**src/verilog/adc_ctrl_pkg.sv**
```systemverilog
/*
 * Constants for the converter control block: register offsets, field
 * positions, reset values and timing counts.
 * Assumes a 250 MHz system clock and a 32-bit classic Wishbone bus.
 */
package adc_ctrl_pkg;
    // Register byte offsets.
    localparam logic [4:0] OFF_CTRL_MAIN = 5'h00;
    localparam logic [4:0] OFF_REF_PINS = 5'h04;
    localparam logic [4:0] OFF_TIMING = 5'h08;
    localparam logic [4:0] OFF_RES_HIGH = 5'h0c;
    localparam logic [4:0] OFF_RES_LOW = 5'h10;
    localparam logic [4:0] OFF_IRQ_STATUS = 5'h14;
    localparam logic [4:0] OFF_IRQ_MASK = 5'h18;
    // Field positions.
    localparam int CAL_BIT = 7;
    localparam int CHS_LSB = 2;
    localparam int GO_BIT = 1;
    localparam int ON_BIT = 0;
    localparam int NREF_BIT = 5;
    localparam int PREF_BIT = 4;
    localparam int JUST_BIT = 7;
    localparam int ACQ_LSB = 3;
    // Reset values.
    localparam logic [7:0] RST_CTRL = 8'h00;
    // Conversion figures.
    localparam int NUM_INPUTS = 12;
    localparam int RES_BITS = 10;
    localparam logic [3:0] MAX_CHAN = 4'hb;
    localparam logic [4:0] CONV_TAD = 5'h0b;
    localparam logic [4:0] CAL_TAD = 5'h0c;
    // Internal RC conversion clock period in ns, and its cycle count.
    localparam int RC_TAD_NS = 1000;
    localparam int CLK_NS = 4;
    localparam logic [7:0] RC_TAD_CYC = 8'(RC_TAD_NS / CLK_NS);
endpackage

```
**src/verilog/conv_if.sv**
```systemverilog
/*
 * Interface between the control block and its successive approximation
 * engine. Assumes one clock shared by both ends.
 */
`timescale 1ns/1ps
interface conv_if;
    logic start;
    logic cal;
    logic tadTick;
    logic cmpIn;
    logic [9:0] trial;
    logic done;
    logic [9:0] result;
    modport ctrl (output start, output cal, output tadTick,
        input trial, input done, input result);
    modport eng (input start, input cal, input tadTick, input cmpIn,
        output trial, output done, output result);
endinterface

```
**src/verilog/adc_channel_and_pin_control.sv**
```systemverilog
/*
 * Register and sequencing side of a 10-bit converter with twelve inputs.
 * Assumes a classic Wishbone master and a comparator level on cmpIn.
 */
// The register offsets and the Wishbone slave port were left to the implementer.
`timescale 1ns/1ps
module adc_channel_and_pin_control
    import adc_ctrl_pkg::*;
(
    // Clock and reset.
    input wire logic mclk,
    input wire logic rst,
    // Wishbone slave.
    input wire logic cyc_i,
    input wire logic stb_i,
    input wire logic we_i,
    input wire logic [4:0] adr_i,
    input wire logic [3:0] sel_i,
    input wire logic [31:0] dat_i,
    output logic [31:0] dat_o,
    output logic ack_o,
    // Analog side.
    input wire logic cmpIn,
    output logic [11:0] inputRoute,
    output logic [11:0] pinAnalog,
    output logic negRefPin,
    output logic posRefPin,
    output logic [9:0] dacTrial,
    output logic sampling,
    output logic calibrating,
    // Interrupt.
    output logic irq
);
    typedef enum logic [1:0] {IDLE, ACQ, CONV} phase_type;
    typedef struct packed {
        phase_type phase;
        logic calNext;
        logic [3:0] chan;
        logic go;
        logic on;
        logic [5:0] refPins;
        logic [7:0] timing;
        logic [9:0] result;
        logic doneFlag;
        logic doneMask;
        logic [7:0] div;
        logic tick;
        logic [4:0] acqLeft;
        logic calRun;
        logic ack;
        logic [31:0] rdata;
    } state_type;
    state_type s_q, s_d;
    conv_if cv ();

    // ******************************************
    // Helpers
    // ******************************************
    function automatic logic [4:0] acqPeriods(input logic [2:0] code);
        case (code)
            3'h0: acqPeriods = 5'h00;
            3'h1: acqPeriods = 5'h02;
            3'h2: acqPeriods = 5'h04;
            3'h3: acqPeriods = 5'h06;
            3'h4: acqPeriods = 5'h08;
            3'h5: acqPeriods = 5'h0c;
            3'h6: acqPeriods = 5'h10;
            default: acqPeriods = 5'h14;
        endcase
    endfunction

    function automatic logic [7:0] divCycles(input logic [2:0] code);
        case (code)
            3'h0: divCycles = 8'h02;
            3'h1: divCycles = 8'h08;
            3'h2: divCycles = 8'h20;
            3'h4: divCycles = 8'h04;
            3'h5: divCycles = 8'h10;
            3'h6: divCycles = 8'h40;
            default: divCycles = RC_TAD_CYC;
        endcase
    endfunction

    function automatic logic [7:0] mergeByte(input logic [7:0] old,
            input logic [31:0] wd, input logic [3:0] sel);
        mergeByte = sel[0] ? wd[7:0] : old;
    endfunction

    // ******************************************
    // Next state
    // ******************************************
    logic wbReq;
    logic wrHit;
    logic [7:0] wb;
    logic [7:0] ctrlRd;
    assign wbReq = cyc_i && stb_i && !s_q.ack;
    assign wrHit = wbReq && we_i && sel_i[0];

    always_comb begin
        s_d = s_q;
        s_d.ack = wbReq;
        s_d.tick = 1'b0;
        wb = 8'h00;
        ctrlRd = {s_q.calNext, 1'b0, s_q.chan, s_q.go && s_q.on, s_q.on};
        // Conversion clock divider.
        if (s_q.phase == IDLE) begin
            s_d.div = 8'h00;
        end else if (s_q.div + 8'h01 >= divCycles(s_q.timing[2:0])) begin
            s_d.div = 8'h00;
            s_d.tick = 1'b1;
        end else begin
            s_d.div = s_q.div + 8'h01;
        end
        // Register writes.
        if (wrHit) begin
            case (adr_i)
                OFF_CTRL_MAIN: begin
                    wb = mergeByte(8'h00, dat_i, sel_i);
                    s_d.calNext = wb[CAL_BIT];
                    s_d.chan = wb[CHS_LSB +: 4];
                    s_d.on = wb[ON_BIT];
                    // A go written while disabled is dropped.
                    s_d.go = wb[GO_BIT] && wb[ON_BIT];
                end
                OFF_REF_PINS: s_d.refPins = dat_i[5:0];
                OFF_TIMING: s_d.timing = {dat_i[7], 1'b0, dat_i[5:0]};
                OFF_IRQ_MASK: s_d.doneMask = dat_i[0];
                default: ;
            endcase
        end
        // Sequencer.
        case (s_q.phase)
            IDLE: begin
                if (s_d.go && !s_q.go && s_d.on) begin
                    s_d.phase = ACQ;
                    s_d.acqLeft = acqPeriods(s_q.timing[5:3]);
                    s_d.calRun = s_d.calNext;
                end
            end
            ACQ: begin
                if (s_q.acqLeft == 5'h00) begin
                    s_d.phase = CONV;
                end else if (s_q.tick) begin
                    s_d.acqLeft = s_q.acqLeft - 5'h01;
                end
            end
            CONV: begin
                if (cv.done) begin
                    s_d.phase = IDLE;
                    s_d.result = cv.result;
                    s_d.go = 1'b0;
                    s_d.calRun = 1'b0;
                end
            end
            default: s_d.phase = IDLE;
        endcase
        // Turning the module off aborts any conversion.
        if (!s_d.on) begin
            s_d.phase = IDLE;
            s_d.go = 1'b0;
        end
        // Done flag: a write of one clears, a completion sets and wins.
        if (wrHit && adr_i == OFF_IRQ_STATUS && dat_i[0]) begin
            s_d.doneFlag = 1'b0;
        end
        if (s_q.phase == CONV && cv.done) begin
            s_d.doneFlag = 1'b1;
        end
        // Read data.
        s_d.rdata = 32'h0;
        if (wbReq && !we_i) begin
            case (adr_i)
                OFF_CTRL_MAIN: s_d.rdata = {24'h0, ctrlRd};
                OFF_REF_PINS: s_d.rdata = {26'h0, s_q.refPins};
                OFF_TIMING: s_d.rdata = {24'h0, s_q.timing};
                OFF_RES_HIGH: s_d.rdata = s_q.timing[JUST_BIT] ?
                    {30'h0, s_q.result[9:8]} : {24'h0, s_q.result[9:2]};
                OFF_RES_LOW: s_d.rdata = s_q.timing[JUST_BIT] ?
                    {24'h0, s_q.result[7:0]} : {24'h0, s_q.result[1:0], 6'h0};
                OFF_IRQ_STATUS: s_d.rdata = {31'h0, s_q.doneFlag};
                OFF_IRQ_MASK: s_d.rdata = {31'h0, s_q.doneMask};
                default: s_d.rdata = 32'h0;
            endcase
        end
    end

    always_ff @(posedge mclk or posedge rst) begin
        if (rst) begin
            s_q <= '0;
            s_q.phase <= IDLE;
        end else begin
            s_q <= s_d;
        end
    end

    // ******************************************
    // Engine and outputs
    // ******************************************
    assign cv.start = (s_q.phase == ACQ) && (s_q.acqLeft == 5'h00);
    assign cv.cal = s_q.calRun;
    assign cv.tadTick = s_q.tick;
    assign cv.cmpIn = cmpIn;

    sar_engine engine (
        .mclk(mclk),
        .rst(rst),
        .cv(cv)
    );

    always_comb begin
        inputRoute = 12'h000;
        if (s_q.on && s_q.chan <= MAX_CHAN) begin
            inputRoute = 12'(12'h001 << s_q.chan);
        end
    end

    always_comb begin
        pinAnalog = 12'hfff;
        if (s_q.refPins[3:0] >= 4'h4) begin
            pinAnalog = 12'(12'hfff >> (s_q.refPins[3:0] - 4'h3));
        end
    end

    assign negRefPin = s_q.refPins[NREF_BIT];
    assign posRefPin = s_q.refPins[PREF_BIT];
    assign dacTrial = cv.trial;
    assign sampling = s_q.on && s_q.phase != CONV;
    assign calibrating = s_q.calRun;
    assign dat_o = s_q.rdata;
    assign ack_o = s_q.ack;
    assign irq = s_q.doneFlag && s_q.doneMask;

    // ******************************************
    // Checks
    // ******************************************
    go_needs_on_a: assert property (@(posedge mclk) disable iff (rst)
        !s_q.on |-> !s_q.go) else $error("go set while disabled");
    done_clears_go_a: assert property (
        @(posedge mclk) disable iff (rst)
        (s_q.phase == CONV && cv.done && s_q.on) |=>
        (!s_q.go && s_q.doneFlag)) else $error("completion not recorded");
    no_acq_zero_a: assert property (@(posedge mclk) disable iff (rst)
        cv.start |=> (s_q.phase == CONV || !s_q.on))
        else $error("acquisition did not end in conversion");
    route_onehot_a: assert property (@(posedge mclk) disable iff (rst)
        $onehot0(inputRoute)) else $error("several inputs routed");
    pins_all_a: assert property (@(posedge mclk) disable iff (rst)
        s_q.refPins[3:2] == 2'b00 |-> pinAnalog == 12'hfff)
        else $error("low pin code not all analog");
    pins_none_a: assert property (@(posedge mclk) disable iff (rst)
        s_q.refPins[3:0] == 4'hf |-> pinAnalog == 12'h000)
        else $error("code all ones not all digital");
    bit_six_a: assert property (@(posedge mclk) disable iff (rst)
        ack_o && !$past(we_i) && $past(adr_i) == OFF_CTRL_MAIN |->
        dat_o[6] == 1'b0) else $error("unimplemented bit set");
    irq_gate_a: assert property (@(posedge mclk) disable iff (rst)
        (s_q.phase == CONV && cv.done && s_q.doneMask) |=>
        (irq || !s_q.doneMask)) else $error("done did not raise irq");
endmodule // adc_channel_and_pin_control

```
**src/verilog/sar_engine.sv**
```systemverilog
/*
 * Successive approximation engine: one bit decision per conversion clock.
 * Assumes the comparator level is synchronous to mclk.
 */
`timescale 1ns/1ps
module sar_engine
    import adc_ctrl_pkg::*;
(
    // Clock and reset.
    input wire logic mclk,
    input wire logic rst,
    // Control side.
    conv_if.eng cv
);
    typedef struct packed {
        logic busy;
        logic [4:0] steps;
        logic [9:0] trial;
        logic [9:0] bitPos;
        logic done;
        logic [9:0] result;
    } eng_type;
    eng_type s_q, s_d;

    always_comb begin
        s_d = s_q;
        s_d.done = 1'b0;
        if (cv.start) begin
            s_d.busy = 1'b1;
            s_d.steps = cv.cal ? CAL_TAD : CONV_TAD;
            s_d.bitPos = 10'h200;
            s_d.trial = 10'h200;
        end else if (s_q.busy && cv.tadTick) begin
            // The first period settles, or the first two when calibrating; the next ten decide bits.
            if (s_q.steps <= 5'(RES_BITS)) begin
                s_d.trial = cv.cmpIn ? s_q.trial : s_q.trial & ~s_q.bitPos;
                s_d.bitPos = s_q.bitPos >> 1;
                s_d.trial = s_d.trial | (s_q.bitPos >> 1);
            end
            s_d.steps = s_q.steps - 5'h01;
            if (s_q.steps == 5'h01) begin
                s_d.busy = 1'b0;
                s_d.done = 1'b1;
                s_d.result = s_d.trial;
            end
        end
    end

    always_ff @(posedge mclk or posedge rst) begin
        if (rst) begin
            s_q <= '0;
        end else begin
            s_q <= s_d;
        end
    end

    assign cv.trial = s_q.trial;
    assign cv.done = s_q.done;
    assign cv.result = s_q.result;
endmodule // sar_engine
```
**config.mk**
```make
export PLATFORM = sky130hd
export DESIGN_NAME = adc_channel_and_pin_control
export DESIGN_NICKNAME = d
export VERILOG_FILES = /design/src/verilog/adc_ctrl_pkg.sv /design/src/verilog/conv_if.sv /design/src/verilog/adc_channel_and_pin_control.sv /design/src/verilog/sar_engine.sv
export SDC_FILE = /design/constraint.sdc
export NUM_CORES = 1
export LEC_CHECK = 0
export BUFFER_PORTS_ARGS = -buffer_cell sky130_fd_sc_hd__clkbuf_2
export CAP_MARGIN = 20
export CORE_ASPECT_RATIO = 0.8
export CORE_MARGIN = 3
export CORE_UTILIZATION = 45
export CTS_BUF_LIST = sky130_fd_sc_hd__clkbuf_4
export DETAILED_ROUTE_END_ITERATION = 8
export PLACE_DENSITY = 0.71
export SLEW_MARGIN = 20
export SYNTH_ARGS = -nofsm -noshare
export SYNTH_HDL_FRONTEND = slang
export SYNTH_SLANG_ARGS = --single-unit
```
**constraint.sdc**
```tcl
create_clock -name mclk -period 2.5 [get_ports mclk]
set_clock_uncertainty 0.05 [all_clocks]
set_input_delay 0 -clock mclk [delete_from_list [all_inputs] [get_ports mclk]]
set_output_delay 0 -clock mclk [all_outputs]
set_load 0.01 [all_outputs]
```
* Yosys cells after proc, flatten, opt, wreduce, memory -nomap -nowiden
Index checks and enable logic that the tools add are counted.
** Cells by class
- $add $sub $neg :: 4
- $lt $le $gt $ge :: 4
- Equal/unequal tests :: 28
- Shift-type cells :: 2
- Multiplexer cells :: 42
- Bitwise gates (word level) :: 4
- Reduce and logical (&&, ||, !) cells :: 42
** Operators by type and width (number)
- $mux 8 :: 8
- $pmux 8 s7 :: 1
- $pmux 8 s6 :: 1
- $mux 37 :: 1
- $pmux 5 s7 :: 1
- $mux 26 :: 1
- $mux 12 :: 2
- $mux 11 :: 2
- $mux 21 :: 1
- $mux 20 :: 1
- $eq 3x3->1 const B :: 6
- $logic_and 1x1->1 :: 17
- $eq 5x5->1 const B :: 3
- $reduce_and 2->1 :: 7
- $mux 6 :: 2
- $reduce_bool 2->1 :: 6
- $shl 1x4->12 const A :: 1
- $shr 12x4->12 const A :: 1
- $and 10x10->10 :: 1
- $eq 5x4->1 const B :: 2
- $logic_not 5->1 :: 2
- $mux 10 :: 1
- $mux 5 :: 2
- $not 10->10 :: 1
- other kinds (31) :: 55
** Word-level totals
- Register bits :: 119
- Input port bits :: 47
- Output and inout bits :: 72
- Word-level logic and storage cells :: 148

* Longest topological paths before layout
- Depth in word-level cells :: 10
- Depth in mapped cells :: 10
- Depth with buffers taken out :: 9

* By module
A second synthesis with hierarchy kept.
** Second synthesis, totals
- Cell total of the unflattened synthesis :: 543
- Area total of the unflattened synthesis :: 5530.3 um^2
** By module, submodules not included
- adc_channel_and_pin_control :: times used 1, cells each 363, area an instance 3567.2 um^2, seq. area each 1451.4 um^2
- sar_engine :: times used 1, cells each 180, area an instance 1963.1 um^2, seq. area each 925.9 um^2

* Worst setup path before layout
Ideal clock, no wire load.
- Kind :: register to register
- Start :: reg s_q[40] (netlist bit)
- End :: reg s_q (netlist bit cv.tadTick)
- Setup time :: 0.119 ns
- Arrival :: 1.976 ns
- Required time :: 2.331 ns
- Setup slack :: 0.355 ns
- Stages on the path, launching flop included :: 10
- Buffers on the path :: 1
- Period minus slack after synthesis :: 2.145 ns
- Path through :: dfrtp_1 > and3_1 > nand2_1 > xnor2_1 > ha_1 > a211oi_1 > o211ai_1 > a221o_1 > clkbuf_1 > and2_1
** RTL lines
- from (decl) :: line adc_channel_and_pin_control.sv:53 : state_type s_q, s_d;

==> results.cfg <==
[route]
wl_mm = 12.3
via_count = 4323
drt_iter0_drc = 458
dr.pass1.iters = 6
ant_nets = 0
route.detailed.drc = 0
viasPerCell = 5.60
post_drt_wl_per_cell_um = 16.0

[timing]
setup_viol = 0
hold_viol_final = 0
fmax_mhz = 423
worst_pin_slew_ns = 0.794
min_period_ns = 2.36
maxSlewHeadroom_pct = 47.0
drv_slew = 0
timing.final.ws_setup_ns = 0.138
period_share_pct = 94.5
whs_ns = 0.0452

[clock_tree]
clock-sinks = 95
clock_path_buffers = 2
clkLatencyLatePin_ns = 0.44
root_buffer = clkbuf_4
cts-buffers-inserted = 9
clk_pin_slew_ns = 0.16
tritoncts = yes
post_cts_buffers = 0
htree_levels = 3

[floorplan]
die_h_um = 104
dieArea_sq_um = 13400
top_level_ports = 119
initial_utilization_pct = 46.6
core_sq_um = 11600
std_cell_rows = 35
fp.dieW_um = 129

[final_layout]
nFillCells = 1025
final_common_cell = dfrtp_1
instances_no_fill = 772
drive_gt1_share_pct = 21.2
diodes = 0
syn_to_final_growth_pct = 11.6
nets = 682
design_area_sq_um = 6030
final_cell_mix = 95 x dfrtp_1, 66 x clkbuf_2, 47 x nand2_1, 43 x nor2_1, 29 x inv_1

[critical_path]
cp_data_required_time_ns = 2.80
crit_arrival_ns = 2.66
cp-start-kind = flip-flop
end_kind = flip-flop
critPathKind = flip-flop to flip-flop
path_max_fanout = 5

[global_routing]
antenna_found_initial = 0
grt_pass1_wl_mm = 20.1
grt_pass1_vias = 4000
grt_use_total_pct = 18.2
grt-ovfl-total = 0
grt_max_degree = 65

[synthesis]
synth.ff_latch_count = 95
yosysUniqueCellTypes = 66
synth-main-ff-cell = dfrtp_1
synth_cells = 555
syn_avg_cell_area_sq_um = 9.74
syn-cell-area_sq_um = 5410
yosysWarnings = 0
synth-edff-count = 0
async_flop_share_pct = 100
yosysSeqAreaShare_pct = 44.0

[placement]
pre_cts_slack_ns = 0.191
place_area_sq_um = 5690
numPortBuffers = 66
place.gp.congestion = 0.889
placed_cells = 737
hpwl_mm = 8.78

[pwr]
p_leak_uw = 0.00278
power_per_cell_area_nw_per_um2 = 440
vdd_ir_drop_max_v = 0.000235

[flow_run]
maxCapViolations = 0

[min_path]
hold_path.class = primary input to flip-flop

[run_status]
status = completed
## timing repair
item	4_1_cts	5_1_grt
resized for setup	0	2
setup endpoints to repair	0	4
endpoints found under the hold margin	65	0
hold buffers	18	0
## metal layers
metal	track usage [%]	vias to the layer above	wire, um
met5	0	-	0
met4	5.55	0	269
met3	3.85	20	875
met2	26.7	184	5290
met1	26.9	2055	5890
li1	-	2064	-
## flip-flops by register name, summed over array words and instances (netlist names)
signal	cells
engine.cv.trial	10
ctrlRd	6
posRefPin	1
engine.cv.result	10
s_q	39
negRefPin	1
engine.cv.done	1
engine.s_q	16
cv.tadTick	1
calibrating	1
dat_o	8
ack_o	1
## path summary, 6_finish.rpt
| check | startpoint | end | slack, ns | depth (start not counted) |
|---|---|---|---|---|
| worst max-delay path | s_q[40] | s_q[45] | 0.14 | 8 |
| worst min-delay path | cmpIn | engine.cv.trial[7] | 0.05 | 3 |
| worst max register to register | s_q[40] | s_q[45] | 0.14 | 8 |
| worst min register to register | ack_o | ack_o | 0.44 | 1 |
| max in group asynchronous | rst | s_q[82] | 1.51 | 4 |
| min in group asynchronous | rst | s_q[62] | 0.14 | 3 |
## power by group
part / switching (uW) / internal, uW
logic: 132 / 83.3
registers: 22.2 / 1550
clock network: 545 / 318
total: 699 / 1950
## cell usage after synthesis (all sizes together) (8+ instances only)
master	instances	area, sq um
nor2	43	161
ha	16	200
inv	30	113
nand2b	8	50.1
mux2i	9	90.1
dfrtp	95	2380
a31oi	23	144
nand3	17	85.1
o31ai	12	90.1
mux2	27	304
nand2	47	176
o21ai	15	78.8
nor3	9	50.1
o41ai	11	96.3
a21oi	20	100
clkbuf	15	57.6
nand4	11	75.1
buf	52	364
and2	9	56.3
## area by class of cell
| class | count | area [sq um] | area share (%) |
|---|---|---|---|
| repair buffers | 96 | 613 | 10.2 |
| well taps | 148 | 185 | 3.07 |
| multi-input cells | 386 | 2590 | 43.0 |
| clock buffers | 9 | 67.6 | 1.12 |
| clock inverters | 7 | 78.8 | 1.31 |
| inverters | 31 | 120 | 1.99 |
| flip-flops and latches | 95 | 2380 | 39.4 |
## worst max-delay path, stage by stage (launching register included)
cell and delay (ns):
dfrtp_1 0.44, and3_1 0.21, nand2_1 0.07, xnor2_1 0.22, ha_1 0.29, a211oi_2 0.21
o211ai_1 0.14, a221o_2 0.44, nor3b_1 0.20
## metrics by stage
| step | TNS, ns | total power, uW | utilization, % |
|---|---|---|---|
| after CTS | 0 | 2670 | 51.9 |
| after detailed placement | 0 | 1790 | 49.0 |
| after global placement | 0 | 1790 | 49.0 |
| after floorplan | 0 | 1750 | - |
| after global routing | -0.000537 | 2760 | 52.0 |
| final | 0 | 2650 | 52.0 |
## logic make-up (layout without fill, tap and decap cells)
family	Yosys count	in the layout	synth area share (%)
compound gates	118	119	15.6
buf+inv	98	143	9.95
xor+xnor	10	10	1.62
mux	36	36	7.29
simple gates	181	181	17.8
other cells	1	24	0.0694
fa+ha+maj	16	16	3.70
flops	95	95	44.0
Note: power is estimated with default switching activity, not from simulation.
